===== src/fdp_pkg.sv =====
package fdp_pkg;

   // ----------------------------------------------------------------
   // Bus geometry
   // ----------------------------------------------------------------
   localparam int          FDP_AW        = 8;
   localparam int          FDP_DW        = 32;
   localparam int          FDP_ROM_WORDS = 16;

   // ----------------------------------------------------------------
   // Register offsets (byte addresses)
   // ----------------------------------------------------------------
   localparam logic [7:0]  FDP_OFF_SIG      = 8'h00;
   localparam logic [7:0]  FDP_OFF_REV      = 8'h04;
   localparam logic [7:0]  FDP_OFF_HDR      = 8'h08;
   localparam logic [7:0]  FDP_OFF_PTR      = 8'h0c;
   localparam logic [7:0]  FDP_OFF_ERASE    = 8'h30;
   localparam logic [7:0]  FDP_OFF_DENS     = 8'h34;
   localparam logic [7:0]  FDP_OFF_QUAD     = 8'h38;
   localparam logic [7:0]  FDP_OFF_DUAL     = 8'h3c;
   localparam logic [7:0]  FDP_OFF_ROM_END  = 8'h40;
   localparam logic [7:0]  FDP_OFF_STR_ADDR = 8'h40;
   localparam logic [7:0]  FDP_OFF_STR_DATA = 8'h44;

   // ----------------------------------------------------------------
   // Table fields
   // ----------------------------------------------------------------
   localparam logic [7:0]  FDP_SIG_B0       = 8'h53;
   localparam logic [7:0]  FDP_SIG_B1       = 8'h46;
   localparam logic [7:0]  FDP_SIG_B2       = 8'h44;
   localparam logic [7:0]  FDP_SIG_B3       = 8'h50;
   localparam logic [7:0]  FDP_REV_MINOR    = 8'h06;
   localparam logic [7:0]  FDP_REV_MAJOR    = 8'h01;
   localparam logic [7:0]  FDP_HEADER_COUNT = 8'h00;
   localparam logic [7:0]  FDP_FILL         = 8'hff;
   localparam logic [15:0] FDP_BASIC_ID     = 16'hff00;
   localparam logic [7:0]  FDP_TBL_LEN      = 8'h10;
   localparam logic [23:0] FDP_TABLE_PTR    = 24'h000030;
   localparam logic [1:0]  FDP_ERASE_SIZE   = 2'b01;
   localparam logic        FDP_WR_GRAN      = 1'b1;
   localparam logic        FDP_VOL_BP       = 1'b0;
   localparam logic        FDP_WREN_SEL     = 1'b0;
   localparam logic [2:0]  FDP_UNUSED3      = 3'b111;
   localparam logic [7:0]  FDP_ERASE4K_INS  = 8'h20;
   localparam logic        FDP_SUP_112      = 1'b1;
   localparam logic [1:0]  FDP_ADDR_BYTES   = 2'b01;
   localparam logic        FDP_SUP_DTR      = 1'b1;
   localparam logic        FDP_SUP_122      = 1'b1;
   localparam logic        FDP_SUP_144      = 1'b1;
   localparam logic        FDP_SUP_114      = 1'b1;
   localparam logic        FDP_UNUSED1      = 1'b1;
   localparam logic [31:0] FDP_DENSITY      = 32'h07ffffff;
   localparam logic [4:0]  FDP_WAIT_144     = 5'b00100;
   localparam logic [2:0]  FDP_MODE_144     = 3'b010;
   localparam logic [7:0]  FDP_INS_144      = 8'heb;
   localparam logic [4:0]  FDP_WAIT_114     = 5'b01000;
   localparam logic [2:0]  FDP_MODE_114     = 3'b000;
   localparam logic [7:0]  FDP_INS_114      = 8'h6b;
   localparam logic [4:0]  FDP_WAIT_112     = 5'b01000;
   localparam logic [2:0]  FDP_MODE_112     = 3'b000;
   localparam logic [7:0]  FDP_INS_112      = 8'h3b;
   localparam logic [4:0]  FDP_WAIT_122     = 5'b00000;
   localparam logic [2:0]  FDP_MODE_122     = 3'b100;
   localparam logic [7:0]  FDP_INS_122      = 8'hbb;

   // ----------------------------------------------------------------
   // Assembled table words, least significant byte at lowest address
   // ----------------------------------------------------------------
   localparam logic [31:0] FDP_WORD_SIG =
      {FDP_SIG_B3, FDP_SIG_B2, FDP_SIG_B1, FDP_SIG_B0};
   localparam logic [31:0] FDP_WORD_REV =
      {FDP_FILL, FDP_HEADER_COUNT, FDP_REV_MAJOR, FDP_REV_MINOR};
   localparam logic [31:0] FDP_WORD_HDR =
      {FDP_TBL_LEN, FDP_REV_MAJOR, FDP_REV_MINOR, FDP_BASIC_ID[7:0]};
   localparam logic [31:0] FDP_WORD_PTR =
      {FDP_BASIC_ID[15:8], FDP_TABLE_PTR};
   localparam logic [31:0] FDP_WORD_ERASE =
      {FDP_FILL, FDP_UNUSED1, FDP_SUP_114, FDP_SUP_144, FDP_SUP_122,
       FDP_SUP_DTR, FDP_ADDR_BYTES, FDP_SUP_112, FDP_ERASE4K_INS,
       FDP_UNUSED3, FDP_WREN_SEL, FDP_VOL_BP, FDP_WR_GRAN,
       FDP_ERASE_SIZE};
   localparam logic [31:0] FDP_WORD_QUAD =
      {FDP_INS_114, FDP_MODE_114, FDP_WAIT_114,
       FDP_INS_144, FDP_MODE_144, FDP_WAIT_144};
   localparam logic [31:0] FDP_WORD_DUAL =
      {FDP_INS_122, FDP_MODE_122, FDP_WAIT_122,
       FDP_INS_112, FDP_MODE_112, FDP_WAIT_112};
   localparam logic [31:0] FDP_WORD_BLANK = 32'hffffffff;

   // ----------------------------------------------------------------
   // Reset values and responses
   // ----------------------------------------------------------------
   localparam logic [7:0]  FDP_PTR_RST    = 8'h00;
   localparam logic [1:0]  FDP_RESP_OKAY  = 2'b00;
   localparam logic [1:0]  FDP_RESP_SLV   = 2'b10;
   localparam logic [1:0]  FDP_RESP_DEC   = 2'b11;

   // Stream port read value: beyond-table flag, pointer, data byte
   typedef struct packed {
      logic [14:0] zero;
      logic        beyond;
      logic [7:0]  ptr;
      logic [7:0]  data;
   } fdp_stream_t;

   typedef enum logic [1:0] {
      FDP_WS_IDLE = 2'b00,
      FDP_WS_ADDR = 2'b01,
      FDP_WS_RESP = 2'b11,
      FDP_WS_DATA = 2'b10
   } fdp_wstate_t;

   typedef enum logic {
      FDP_RS_IDLE = 1'b0,
      FDP_RS_RESP = 1'b1
   } fdp_rstate_t;

endpackage


===== src/fdp_param_rom.sv =====
// Summary of operation
// RULE1 - Mandatory basic header with ID FF00h present
// RULE2 - Revision 1.06, zero extra headers, FFh fill
// RULE3 - Basic header ID low, revision, length 10h
// RULE4 - Table pointer 000030h, ID high FFh
// RULE5 - Erase size, granularity, ones, 4KB erase 20h
// RULE6 - Volatile block protect bit reads zero
// RULE7 - Write enable select bit reads zero
// RULE8 - 1-1-2 supported, address byte code 01b
// RULE9 - DTR clocking support bit set
// RULE10 - 1-2-2 supported, unused bit 23 set
// RULE11 - 1-4-4, 1-1-4 supported, byte 33h FFh
// RULE12 - Density bytes FFh FFh FFh 07h
// RULE13 - 1-4-4 wait count 00100b
// RULE14 - 1-4-4 mode count 010b, instruction EBh
// RULE15 - 1-1-4 wait 01000b, mode 000b, 6Bh
// RULE16 - 1-1-2 wait 01000b, mode 000b, 3Bh
// RULE17 - 1-2-2 wait 00000b, mode 100b, BBh
// RULE18 - Signature bytes 53h 46h 44h 50h
// RULE19 - Sequential byte reads from set address
`timescale 1ns/100ps

module fdp_param_rom
   import fdp_pkg::*;
(
   input  wire logic              clock,
   input  wire logic              rstn,
   input  wire logic [FDP_AW-1:0] s_axi_awaddr,
   input  wire logic              s_axi_awvalid,
   output logic                   s_axi_awready,
   input  wire logic [FDP_DW-1:0] s_axi_wdata,
   input  wire logic [3:0]        s_axi_wstrb,
   input  wire logic              s_axi_wvalid,
   output logic                   s_axi_wready,
   output logic [1:0]             s_axi_bresp,
   output logic                   s_axi_bvalid,
   input  wire logic              s_axi_bready,
   input  wire logic [FDP_AW-1:0] s_axi_araddr,
   input  wire logic              s_axi_arvalid,
   output logic                   s_axi_arready,
   output logic [FDP_DW-1:0]      s_axi_rdata,
   output logic [1:0]             s_axi_rresp,
   output logic                   s_axi_rvalid,
   input  wire logic              s_axi_rready
);

   // ----------------------------------------------------------------
   // Parameter table contents
   // ----------------------------------------------------------------
   // Words between the header and the basic table read as erased
   logic [31:0] rom_w [FDP_ROM_WORDS];

   always_comb begin
      for (int i = 0; i < FDP_ROM_WORDS; i++) begin
         rom_w[i] = FDP_WORD_BLANK;
      end
      rom_w[FDP_OFF_SIG[5:2]]   = FDP_WORD_SIG;   // RULE18
      rom_w[FDP_OFF_REV[5:2]]   = FDP_WORD_REV;   // RULE2
      rom_w[FDP_OFF_HDR[5:2]]   = FDP_WORD_HDR;   // RULE1 RULE3
      rom_w[FDP_OFF_PTR[5:2]]   = FDP_WORD_PTR;   // RULE4
      rom_w[FDP_OFF_ERASE[5:2]] = FDP_WORD_ERASE; // RULE5 RULE6 RULE7
      rom_w[FDP_OFF_DENS[5:2]]  = FDP_DENSITY;    // RULE12
      rom_w[FDP_OFF_QUAD[5:2]]  = FDP_WORD_QUAD;  // RULE13 RULE14 RULE15
      rom_w[FDP_OFF_DUAL[5:2]]  = FDP_WORD_DUAL;  // RULE16 RULE17
   end

   // ----------------------------------------------------------------
   // State
   // ----------------------------------------------------------------
   fdp_wstate_t       wst_r;
   fdp_wstate_t       wst_nxt;
   fdp_rstate_t       rst_r;
   fdp_rstate_t       rst_nxt;
   logic [FDP_AW-1:0] awaddr_r;
   logic [FDP_DW-1:0] wdata_r;
   logic [3:0]        wstrb_r;
   logic              awready_r;
   logic              wready_r;
   logic              bvalid_r;
   logic [1:0]        bresp_r;
   logic [1:0]        bresp_nxt;
   logic              arready_r;
   logic              rvalid_r;
   logic [FDP_DW-1:0] rdata_r;
   logic [1:0]        rresp_r;
   logic [7:0]        ptr_r;
   logic [7:0]        ptr_nxt;

   // ----------------------------------------------------------------
   // Handshake decode
   // ----------------------------------------------------------------
   wire               aw_hs    = s_axi_awvalid & awready_r;
   wire               w_hs     = s_axi_wvalid & wready_r;
   wire               b_hs     = bvalid_r & s_axi_bready;
   wire               ar_hs    = s_axi_arvalid & arready_r;
   wire               r_hs     = rvalid_r & s_axi_rready;

   wire [FDP_AW-1:0]  wr_addr  = aw_hs ? s_axi_awaddr : awaddr_r;
   wire [FDP_DW-1:0]  wr_data  = w_hs ? s_axi_wdata : wdata_r;
   wire [3:0]         wr_strb  = w_hs ? s_axi_wstrb : wstrb_r;
   wire               wr_fire  = (wst_nxt == FDP_WS_RESP) &&
                                 (wst_r != FDP_WS_RESP);
   wire               wr_rom   = wr_addr < FDP_OFF_ROM_END;
   wire               wr_sadr  = wr_addr[7:2] == FDP_OFF_STR_ADDR[7:2];
   wire               wr_sdat  = wr_addr[7:2] == FDP_OFF_STR_DATA[7:2];
   wire               ptr_load = wr_fire & wr_sadr & wr_strb[0];

   wire               rd_rom   = s_axi_araddr < FDP_OFF_ROM_END;
   wire               rd_sadr  = s_axi_araddr[7:2] ==
                                 FDP_OFF_STR_ADDR[7:2];
   wire               rd_sdat  = s_axi_araddr[7:2] ==
                                 FDP_OFF_STR_DATA[7:2];
   wire               str_pop  = ar_hs & rd_sdat;

   // ----------------------------------------------------------------
   // Byte stream port
   // ----------------------------------------------------------------
   // Dwords are stored least significant byte first, so byte n of the
   // table sits in lane n[1:0] of word n[5:2]
   wire               ptr_beyond = ptr_r >= FDP_OFF_ROM_END;
   wire [31:0]        ptr_word   = rom_w[ptr_r[5:2]];
   wire [7:0]         ptr_byte   = ptr_beyond ? FDP_FILL :
                                   ptr_word[{ptr_r[1:0], 3'b000} +: 8];
   fdp_stream_t       str_val;

   assign str_val.zero   = '0;
   assign str_val.beyond = ptr_beyond;
   assign str_val.ptr    = ptr_r;
   assign str_val.data   = ptr_byte;

   // A software load of the pointer wins over a pop in the same cycle,
   // so a host restarting a walk never lands one byte late
   assign ptr_nxt = ptr_load ? wr_data[7:0] :
                    str_pop  ? ptr_r + 8'h01 :
                    ptr_r;                          // RULE19

   // ----------------------------------------------------------------
   // Read decode
   // ----------------------------------------------------------------
   wire [FDP_DW-1:0]  rd_val  = rd_rom  ? rom_w[s_axi_araddr[5:2]] :
                                rd_sadr ? {24'h000000, ptr_r} :
                                rd_sdat ? str_val :
                                32'h00000000;
   wire [1:0]         rd_resp = (rd_rom | rd_sadr | rd_sdat) ?
                                FDP_RESP_OKAY : FDP_RESP_DEC;

   // ----------------------------------------------------------------
   // Write channel control
   // ----------------------------------------------------------------
   always_comb begin
      wst_nxt = wst_r;
      unique case (wst_r)
         FDP_WS_IDLE: begin
            if (aw_hs && w_hs) begin
               wst_nxt = FDP_WS_RESP;
            end else if (aw_hs) begin
               wst_nxt = FDP_WS_ADDR;
            end else if (w_hs) begin
               wst_nxt = FDP_WS_DATA;
            end
         end
         FDP_WS_ADDR: begin
            if (w_hs) begin
               wst_nxt = FDP_WS_RESP;
            end
         end
         FDP_WS_DATA: begin
            if (aw_hs) begin
               wst_nxt = FDP_WS_RESP;
            end
         end
         FDP_WS_RESP: begin
            if (b_hs) begin
               wst_nxt = FDP_WS_IDLE;
            end
         end
      endcase
   end

   // The table is fixed: a write into it is refused, not dropped quietly
   assign bresp_nxt = wr_rom              ? FDP_RESP_SLV :
                      (wr_sadr | wr_sdat) ? FDP_RESP_OKAY :
                      FDP_RESP_DEC;

   always_ff @(posedge clock or negedge rstn) begin
      if (!rstn) begin
         wst_r     <= FDP_WS_IDLE;
         awready_r <= 1'b0;
         wready_r  <= 1'b0;
         bvalid_r  <= 1'b0;
         bresp_r   <= FDP_RESP_OKAY;
      end else begin
         wst_r     <= wst_nxt;
         awready_r <= (wst_nxt == FDP_WS_IDLE) || (wst_nxt == FDP_WS_DATA);
         wready_r  <= (wst_nxt == FDP_WS_IDLE) || (wst_nxt == FDP_WS_ADDR);
         bvalid_r  <= wst_nxt == FDP_WS_RESP;
         if (wr_fire) begin
            bresp_r <= bresp_nxt;
         end
      end
   end

   always_ff @(posedge clock or negedge rstn) begin
      if (!rstn) begin
         awaddr_r <= '0;
         wdata_r  <= '0;
         wstrb_r  <= '0;
      end else begin
         if (aw_hs) begin
            awaddr_r <= s_axi_awaddr;
         end
         if (w_hs) begin
            wdata_r <= s_axi_wdata;
            wstrb_r <= s_axi_wstrb;
         end
      end
   end

   // ----------------------------------------------------------------
   // Read channel control
   // ----------------------------------------------------------------
   always_comb begin
      rst_nxt = rst_r;
      unique case (rst_r)
         FDP_RS_IDLE: begin
            if (ar_hs) begin
               rst_nxt = FDP_RS_RESP;
            end
         end
         FDP_RS_RESP: begin
            if (r_hs) begin
               rst_nxt = FDP_RS_IDLE;
            end
         end
      endcase
   end

   always_ff @(posedge clock or negedge rstn) begin
      if (!rstn) begin
         rst_r     <= FDP_RS_IDLE;
         arready_r <= 1'b0;
         rvalid_r  <= 1'b0;
         rdata_r   <= '0;
         rresp_r   <= FDP_RESP_OKAY;
         ptr_r     <= FDP_PTR_RST;
      end else begin
         rst_r     <= rst_nxt;
         arready_r <= rst_nxt == FDP_RS_IDLE;
         rvalid_r  <= rst_nxt == FDP_RS_RESP;
         ptr_r     <= ptr_nxt;
         if (ar_hs) begin
            rdata_r <= rd_val;
            rresp_r <= rd_resp;
         end
      end
   end

   assign s_axi_awready = awready_r;
   assign s_axi_wready  = wready_r;
   assign s_axi_bvalid  = bvalid_r;
   assign s_axi_bresp   = bresp_r;
   assign s_axi_arready = arready_r;
   assign s_axi_rvalid  = rvalid_r;
   assign s_axi_rdata   = rdata_r;
   assign s_axi_rresp   = rresp_r;

   // ----------------------------------------------------------------
   // Checks
   // ----------------------------------------------------------------
   a_sig_word: // RULE18
      assert property (@(posedge clock) disable iff (!rstn)
         ar_hs && s_axi_araddr[7:2] == 6'h00
         |=> s_axi_rvalid && s_axi_rdata == 32'h50444653)
      else $error("signature word wrong");

   a_rev_word: // RULE2
      assert property (@(posedge clock) disable iff (!rstn)
         ar_hs && s_axi_araddr[7:2] == 6'h01
         |=> s_axi_rdata == 32'hff000106 && s_axi_rresp == 2'b00)
      else $error("revision word wrong");

   a_hdr_word: // RULE3
      assert property (@(posedge clock) disable iff (!rstn)
         ar_hs && s_axi_araddr[7:2] == 6'h02
         |=> s_axi_rdata == 32'h10010600)
      else $error("basic header word wrong");

   a_ptr_word: // RULE4
      assert property (@(posedge clock) disable iff (!rstn)
         ar_hs && s_axi_araddr[7:2] == 6'h03
         |=> s_axi_rdata == 32'hff000030)
      else $error("table pointer word wrong");

   a_erase_word: // RULE5
      assert property (@(posedge clock) disable iff (!rstn)
         ar_hs && s_axi_araddr[7:2] == 6'h0c
         |=> s_axi_rdata == 32'hfffb20e5)
      else $error("erase and support word wrong");

   a_dens_word: // RULE12
      assert property (@(posedge clock) disable iff (!rstn)
         ar_hs && s_axi_araddr[7:2] == 6'h0d
         |=> s_axi_rdata == 32'h07ffffff)
      else $error("density word wrong");

   a_quad_word: // RULE14
      assert property (@(posedge clock) disable iff (!rstn)
         ar_hs && s_axi_araddr[7:2] == 6'h0e
         |=> s_axi_rdata == 32'h6b08eb44)
      else $error("quad read word wrong");

   a_dual_word: // RULE17
      assert property (@(posedge clock) disable iff (!rstn)
         ar_hs && s_axi_araddr[7:2] == 6'h0f
         |=> s_axi_rdata == 32'hbb803b08)
      else $error("dual read word wrong");

   a_stream_step: // RULE19
      assert property (@(posedge clock) disable iff (!rstn)
         str_pop && !ptr_load
         |=> ptr_r == $past(ptr_r) + 8'h01
             && s_axi_rdata[15:8] == $past(ptr_r))
      else $error("stream pointer did not advance");

   a_rdata_hold:
      assert property (@(posedge clock) disable iff (!rstn)
         s_axi_rvalid && !s_axi_rready
         |=> s_axi_rvalid && $stable(s_axi_rdata))
      else $error("read answer dropped before taken");

   a_wresp_time:
      assert property (@(posedge clock) disable iff (!rstn)
         wr_fire |=> s_axi_bvalid && !s_axi_awready && !s_axi_wready)
      else $error("write response not raised");

   a_bp_bit: // RULE6
      assert property (@(posedge clock) disable iff (!rstn)
         ar_hs && s_axi_araddr[7:2] == 6'h0c
         |=> !s_axi_rdata[3])
      else $error("block protect bit set");

   a_wren_bit: // RULE7
      assert property (@(posedge clock) disable iff (!rstn)
         ar_hs && s_axi_araddr[7:2] == 6'h0c
         |=> !s_axi_rdata[4])
      else $error("write enable select bit set");

   a_dual_out_cap: // RULE8
      assert property (@(posedge clock) disable iff (!rstn)
         ar_hs && s_axi_araddr[7:2] == 6'h0c
         |=> s_axi_rdata[18:16] == 3'h3)
      else $error("dual output or address bits wrong");

   a_dtr_cap: // RULE9
      assert property (@(posedge clock) disable iff (!rstn)
         ar_hs && s_axi_araddr[7:2] == 6'h0c
         |=> s_axi_rdata[19])
      else $error("double rate bit clear");

   a_dual_io_cap: // RULE10
      assert property (@(posedge clock) disable iff (!rstn)
         ar_hs && s_axi_araddr[7:2] == 6'h0c
         |=> s_axi_rdata[20] && s_axi_rdata[23])
      else $error("dual io or unused bit clear");

   a_quad_caps: // RULE11
      assert property (@(posedge clock) disable iff (!rstn)
         ar_hs && s_axi_araddr[7:2] == 6'h0c
         |=> s_axi_rdata[22:21] == 2'h3 && s_axi_rdata[31:24] == 8'hff)
      else $error("quad support or reserved byte wrong");

   a_quad_out_params: // RULE15
      assert property (@(posedge clock) disable iff (!rstn)
         ar_hs && s_axi_araddr[7:2] == 6'h0e
         |=> s_axi_rdata[31:16] == 16'h6b08)
      else $error("quad output fields wrong");

endmodule


===== config.mk =====
export PLATFORM = sky130hd
export DESIGN_NAME = fdp_param_rom
export DESIGN_NICKNAME = d
export VERILOG_FILES = /design/src/fdp_pkg.sv /design/src/fdp_param_rom.sv
export SDC_FILE = /design/constraint.sdc
export NUM_CORES = 1
export LEC_CHECK = 0
export ABC_AREA = 1
export BUFFER_PORTS_ARGS = -buffer_cell sky130_fd_sc_hd__buf_4
export CAP_MARGIN = 0
export CELL_PAD_IN_SITES_DETAIL_PLACEMENT = 1
export CELL_PAD_IN_SITES_GLOBAL_PLACEMENT = 2
export CORE_ASPECT_RATIO = 0.5
export CORE_MARGIN = 3
export CORE_UTILIZATION = 31
export DETAILED_ROUTE_END_ITERATION = 12
export PLACE_DENSITY = 0.83
export SETUP_SLACK_MARGIN = 0.4
export SLEW_MARGIN = 0
export SYNTH_ARGS = -nofsm -noshare
export SYNTH_HDL_FRONTEND = slang
export SYNTH_SLANG_ARGS = --single-unit
export TNS_END_PERCENT = 1

===== constraint.sdc =====
create_clock -name clock -period 2.4 [get_ports clock]
set_input_delay 0.48 -clock clock [delete_from_list [all_inputs] [get_ports clock]]
set_output_delay 0.48 -clock clock [all_outputs]
set_load 0.01 [all_outputs]

Word-level counts from Yosys, hierarchy flattened
Memory sizes are Yosys's and may differ from the RTL's. Cells that the tools add are included.

Bits in read-only memories: 1024. Register bits: 68. Memories kept: 2. Output and inout bits: 41.

Reductions and logical operators: 7. Shifts and indexed selects: 1. $lt $le $gt $ge: 5. Equal/unequal tests: 11. Mux-type cells: 26. $add $sub $neg: 1. Bitwise logic cells: 15.

Memory list: (name not given) (words 16, bits a word 32, rd ports 1, clocked after Yosys merged registers in 0, wr ports 0, RTL line fdp_param_rom.sv:140) `wire [FDP_DW-1:0] rd_val = rd_rom ? rom_w[s_axi_araddr[5:2]] :`; (name not given) (words 16, bits a word 32, rd ports 1, clocked after Yosys merged registers in 0, wr ports 0, RTL line fdp_param_rom.sv:121) `wire [31:0] ptr_word = rom_w[ptr_r[5:2]];`.

Operators with widths (number): $mux W32 (5); $mux W8 (5); $mux W17 (2); $shiftx A32 B6 Y8 (1); $eq A6 B5 Y1 const B (4); $mux W2 (9); $lt A8 B7 Y1 const B (2); $ge A5 B5 Y1 const B (2); $not A4 Y5 (2); $add A8 B1 Y8 const B (1); $and A1 B1 Y1 (8); $eq A2 B2 Y1 const B (4); $ge A8 B7 Y1 const B (1); $pmux W2 S4 (1); $eq A2 B1 Y1 const B (2); $logic_not A2 Y1 (2); $mux W1 (3); $or A1 B1 Y1 (3); $logic_and A1 B1 Y1 (2); $logic_or A1 B1 Y1 (2); $ne A2 B2 Y1 const B (1); $not A1 Y1 (2); $pmux W1 S2 (1); $reduce_bool A2 Y1 (1).

Longest topological paths before layout
Word-level depth: 10. Mapped depth: 13. Mapped depth without buffers: 12.

Worst setup path before layout
OpenSTA, ideal clock, no wires.

Path kind: reg-to-reg. Start: register ptr_r[2]. End: register rdata_r[6] (netlist: s_axi_rdata[6]). Path slack: 815 ps. Data required time: 2276 ps. Cell stages (with the launch flop): 14. Data arrival time: 1460 ps. Cells stage by stage: dfrtp_1 > buf_2 > inv_2 > ha_1 > inv_1 > nand2_1 > nand2_1 > nand2_1 > nand2_1 > nand2_1 > nand2_1 > nand3_1 > nand2_1 > a21oi_1.

Longest elaborated chain between the ends: 9. Elaborated cells between the ends (all ways): 10.

Ends and longest elaborated chain: start: declaration (RTL line fdp_param_rom.sv:86) `logic [7:0] ptr_r;`; start signal: assignment (RTL line fdp_param_rom.sv:250) `ptr_r <= ptr_nxt;`; $not A4 Y5 (implied by the code) (RTL line fdp_param_rom.sv:121); $mem_v2 Z16 W32; $mux W32 (implied by the code) (2 in a row) (RTL line fdp_param_rom.sv:121); $shiftx A32 B6 Y8 (RTL line fdp_param_rom.sv:123) `ptr_word[{ptr_r[1:0], 3'b000} +: 8];`; $mux W8 (*) (RTL line fdp_param_rom.sv:122) `wire [7:0] ptr_byte = ptr_beyond ? FDP_FILL :`; $mux W17 (*) (RTL line fdp_param_rom.sv:142) `rd_sdat ? str_val :`; $mux W17 (*) (RTL line fdp_param_rom.sv:141) `rd_sadr ? {24'h000000, ptr_r} :`; $mux W32 (*) (RTL line fdp_param_rom.sv:140); end signal: assignment (RTL line fdp_param_rom.sv:252) `rdata_r <= rd_val;`; end: declaration (RTL line fdp_param_rom.sv:84) `logic [FDP_DW-1:0] rdata_r;`.

Mark *: on every way between the ends. The rest lies on a longest branch, timed or not. The select of a mux whose other input is x is not followed. A chain may end at the register's enable or synchronous reset.

Worst setup path in the final report
Start: register ptr_r[3]. End: register rdata_r[6] (netlist: s_axi_rdata[6]).

The elaborated chain is that of the path after synthesis.

==> key figures <==
Outcome
  • Status: complete, no violations

Logic synthesis
  • Main flop type after synthesis: dfrtp_1
  • Syn_area_per_cell: ~7.3 um^2
  • Post-synth EDFFs: 0
  • Cell count after synthesis: 505
  • Mapped cell area: 0.00370 mm^2
  • Post-synth cell types: 37
  • Seq cells post-synth: 61
  • Share of the synthesized area in the top cell type: 41.3%
  • Sequential area share after synthesis: 41.3%
  • Count leader, synth: nand2_1
  • Warnings from Yosys: 0
  • Yosys top cell by area: dfrtp_1
  • Synth top area cells: dfrtp_1 41%, nand2_1 14%, nand3_1 6.0%
  • Post-Syn Nets: between 500 and 600
  • Post-synth ARST share: 100%
  • Synth top cells by count: 139 x nand2_1, 61 x dfrtp_1, 53 x nor2_1, 47 x inv_1, 44 x nand3_1

STA
  • Setup-violating endpoint count in the final report: 0
  • Fmax: ~550 MHz
  • Worst-Margin Slew: about 0.8 ns
  • Final worst-path cycle share: 75.6%
  • TNS Setup: 0 ns
  • Pins Over Slew Limit: 0
  • Slew margin rel.: 46.9%
  • Skew final: between 0.004 and 0.005 ns
  • RSZ-0062 raised after global routing: false
  • Setup ws final: 0.586 ns
  • Fin crit period: approximately 1.8 ns
  • Final hold vios: 0

Routing
  • Detailed Route Iter0 Violations: 148
  • Post-route ant nets: 0
  • Drc violations: 0
  • Pre-antenna DRT Iters: 4
  • WL final: 11000 um
  • Routed via count: 3449
  • Wire per inst: about 15 um
  • Via density per instance: about 4.7

Floorplan
  • Core area: between 0.01 and 0.015 mm^2
  • # rows: 27
  • Top Ports: 100
  • Initial Util: 32.7%
  • Die height: 83.2 um
  • Die X: 160 um
  • DIE AREA: 0.0134 mm^2

Critical path
  • Crit. End Element: register
  • Largest stage delay, worst path: 0.54 ns
  • Largest delay share family, worst path: flip-flops
  • Arrival time at the worst endpoint: 2.02 ns
  • CP max FO: 9
  • Crit Path Class: reg -> reg
  • CP bufs+invs: 2
  • CP required: between 2 and 3 ns
  • Worst path cell trace: inv_2 > ha_1 > inv_1 > nand2_1 > nand2_1 > nand2_1 > nand2_1 > nand2_1 > nand2_1 > nand3_1 > nand2_1 > a21oi_1
  • CP Launch Type: register
  • CP dominant cell by count: nand2_1
  • Critical path's slowest cell: dfrtp_1

GRT
  • First-pass GRT wire length: ~19000 um
  • Total grt overflow: 0
  • Gr usage total: 17.2%
  • Pin count of the biggest net entering global routing: between 60 and 70
  • Grt peak-use layer: met2
  • Number of global-route vias before repair: 3618
  • Met1 Usage GRT: 24.2%
  • Met2 Usage GRT: a little over a quarter
  • GR Layer Usage met3: 4.33%
  • Initial antenna violation count: 0

Finish
  • Fillers: 1420
  • Final core utilization: about 42%
  • Register Area: 0.00153 mm^2
  • Layout cells sized above 1: 22.5%
  • Nets: between 600 and 700
  • Area of the multi-input gates: 0.00180 mm^2
  • Area grow syn2layout: 27.1%
  • # diodes: 0

Power
  • Pwr per Cell Area: 1170 mW/mm^2
  • Sw Ratio: roughly two fifths
  • Combinational power share: a little over two fifths
  • Worst IR drop on VDD: around 340 uV
  • Sw power: ~2.2 mW
  • Sequential share of power: 31.1%
  • Clk pwr share: between 20% and 30%
  • Internal power: 3.31 mW
  • Leakage power: 2.43 nW

Placement
  • Pre-CTS setup slack: around 0.42 ns
  • Final GP Congestion: 0.860
  • Dpl hpwl: 8220 um
  • PortBufs: just under 70

Clocking
  • Clk slew on worst S/H paths: 0.06 ns
  • CTS tree: built
  • Clk_lat worst skew: 0.33 ns
  • Max Root-Sink Buffers: 2
  • Post-CTS Setup Bufs: 0
  • CTS sink cnt: 61
  • Post-cts sizing count: 0
  • CTS buffer count: 9
  • Root buf cell: clkbuf_16
  • Hold_buf cts: 0
  • H-tree depth: 3

Flow run
  • Max-cap violation count: 0

Worst hold path
  • Min-Delay Path Class: in -> async
## sequential cells by signal, indices dropped and copies added (netlist names)
name and flops:
awaddr_r 6, ptr_r 8, s_axi_arready 1, s_axi_awready 1
s_axi_bresp 2, s_axi_bvalid 1, s_axi_rdata 28, s_axi_rresp 1
s_axi_rvalid 1, s_axi_wready 1, wdata_r 8, wst_r 2
wstrb_r 1
## path summary, 6_finish.rpt
check	startpoint	end	slack (ns)	cells after the start
worst min register to register	wdata_r[6]	wdata_r[6]	0.48	2
min in group clock	s_axi_awaddr[5]	awaddr_r[5]	0.37	3
worst max register to register	ptr_r[3]	s_axi_rdata[6]	0.59	12
worst min-delay path	rstn	s_axi_rdata[25]	0.23	1
worst max-delay path	ptr_r[3]	s_axi_rdata[6]	0.59	12
max in group asynchronous	rstn	wdata_r[3]	1.64	1
## power by group through the flow
stage | combinational, mW | clock, mW | sequential [mW]
6_report | 2.38 | 1.41 | 1.72
5_1_grt | 2.72 | 1.50 | 1.79
3_5_place_dp | 2.40 | 0 | 1.74
3_3_place_gp | 2.34 | 0 | 1.72
2_1_floorplan | 1.43 | 0 | 1.77
4_1_cts | 2.42 | 1.45 | 1.73
## area by class of cell
cell class / instances / area share [%]
clock inverters: 7 / 2.10
well taps: 159 / 4.23
clock buffers: 9 / 4.79
flip-flops and latches: 61 / 32.5
inverters: 65 / 5.19
repair buffers: 80 / 12.8
multi-input cells: 357 / 38.4
## layer usage
| layer | vias up | share of wire (%) |
|---|---|---|
| met5 | - | 0 |
| met4 | 0 | 0.55 |
| met3 | 4 | 3.8 |
| met2 | 64 | 44 |
| met1 | 1632 | 52 |
| li1 | 1749 | - |
## placed cells by master (no fill, tap or decap), types with 2 or more instances in the layout
cell	synthesis	routed
clkinv_4	0	2
a21oi_1	18	18
clkbuf_16	0	9
a31oi_1	3	3
clkinv_1	2	2
nor2_1	53	53
nor3_1	2	2
bufinv_16	0	2
o21ai_0	19	19
buf_4	6	80
inv_2	16	17
inv_1	47	46
ha_1	17	17
or2_2	5	5
o21ai_1	20	20
xor2_1	6	6
o21ai_2	4	4
nand2_1	139	139
dfrtp_1	61	61
o311ai_1	2	2
nand3_1	44	44
nand4_1	11	11
## stage by stage
| stage | power [mW] | instances | area [um^2] | hold slack (ns) |
|---|---|---|---|---|
| 2_1_floorplan | 3.20 | 505 | 3700 | 0.184 |
| 3_3_place_gp | 4.06 | 722 | 4370 | 0.466 |
| 3_5_place_dp | 4.14 | 722 | 4370 | 0.475 |
| 4_1_cts | 5.60 | 738 | 4700 | 0.263 |
| 5_1_grt | 6.01 | 738 | 4700 | 0.303 |
| 6_report | 5.51 | 738 | 4700 | 0.226 |
## cell families (layout without fill, tap and decap cells)
| group | count (synthesis) | after routing | synth area share (%) |
|---|---|---|---|
| adders and majority gates | 17 | 17 | 5.75 |
| xor gates and xnor gates | 6 | 6 | 1.42 |
| DFF | 61 | 61 | 41.3 |
| buffers and inverters | 87 | 161 | 9.92 |
| and+or+nand+nor | 262 | 262 | 30.7 |
| AOI/OAI and AO/OA | 72 | 72 | 10.9 |
(Power assumes the default switching activity.)
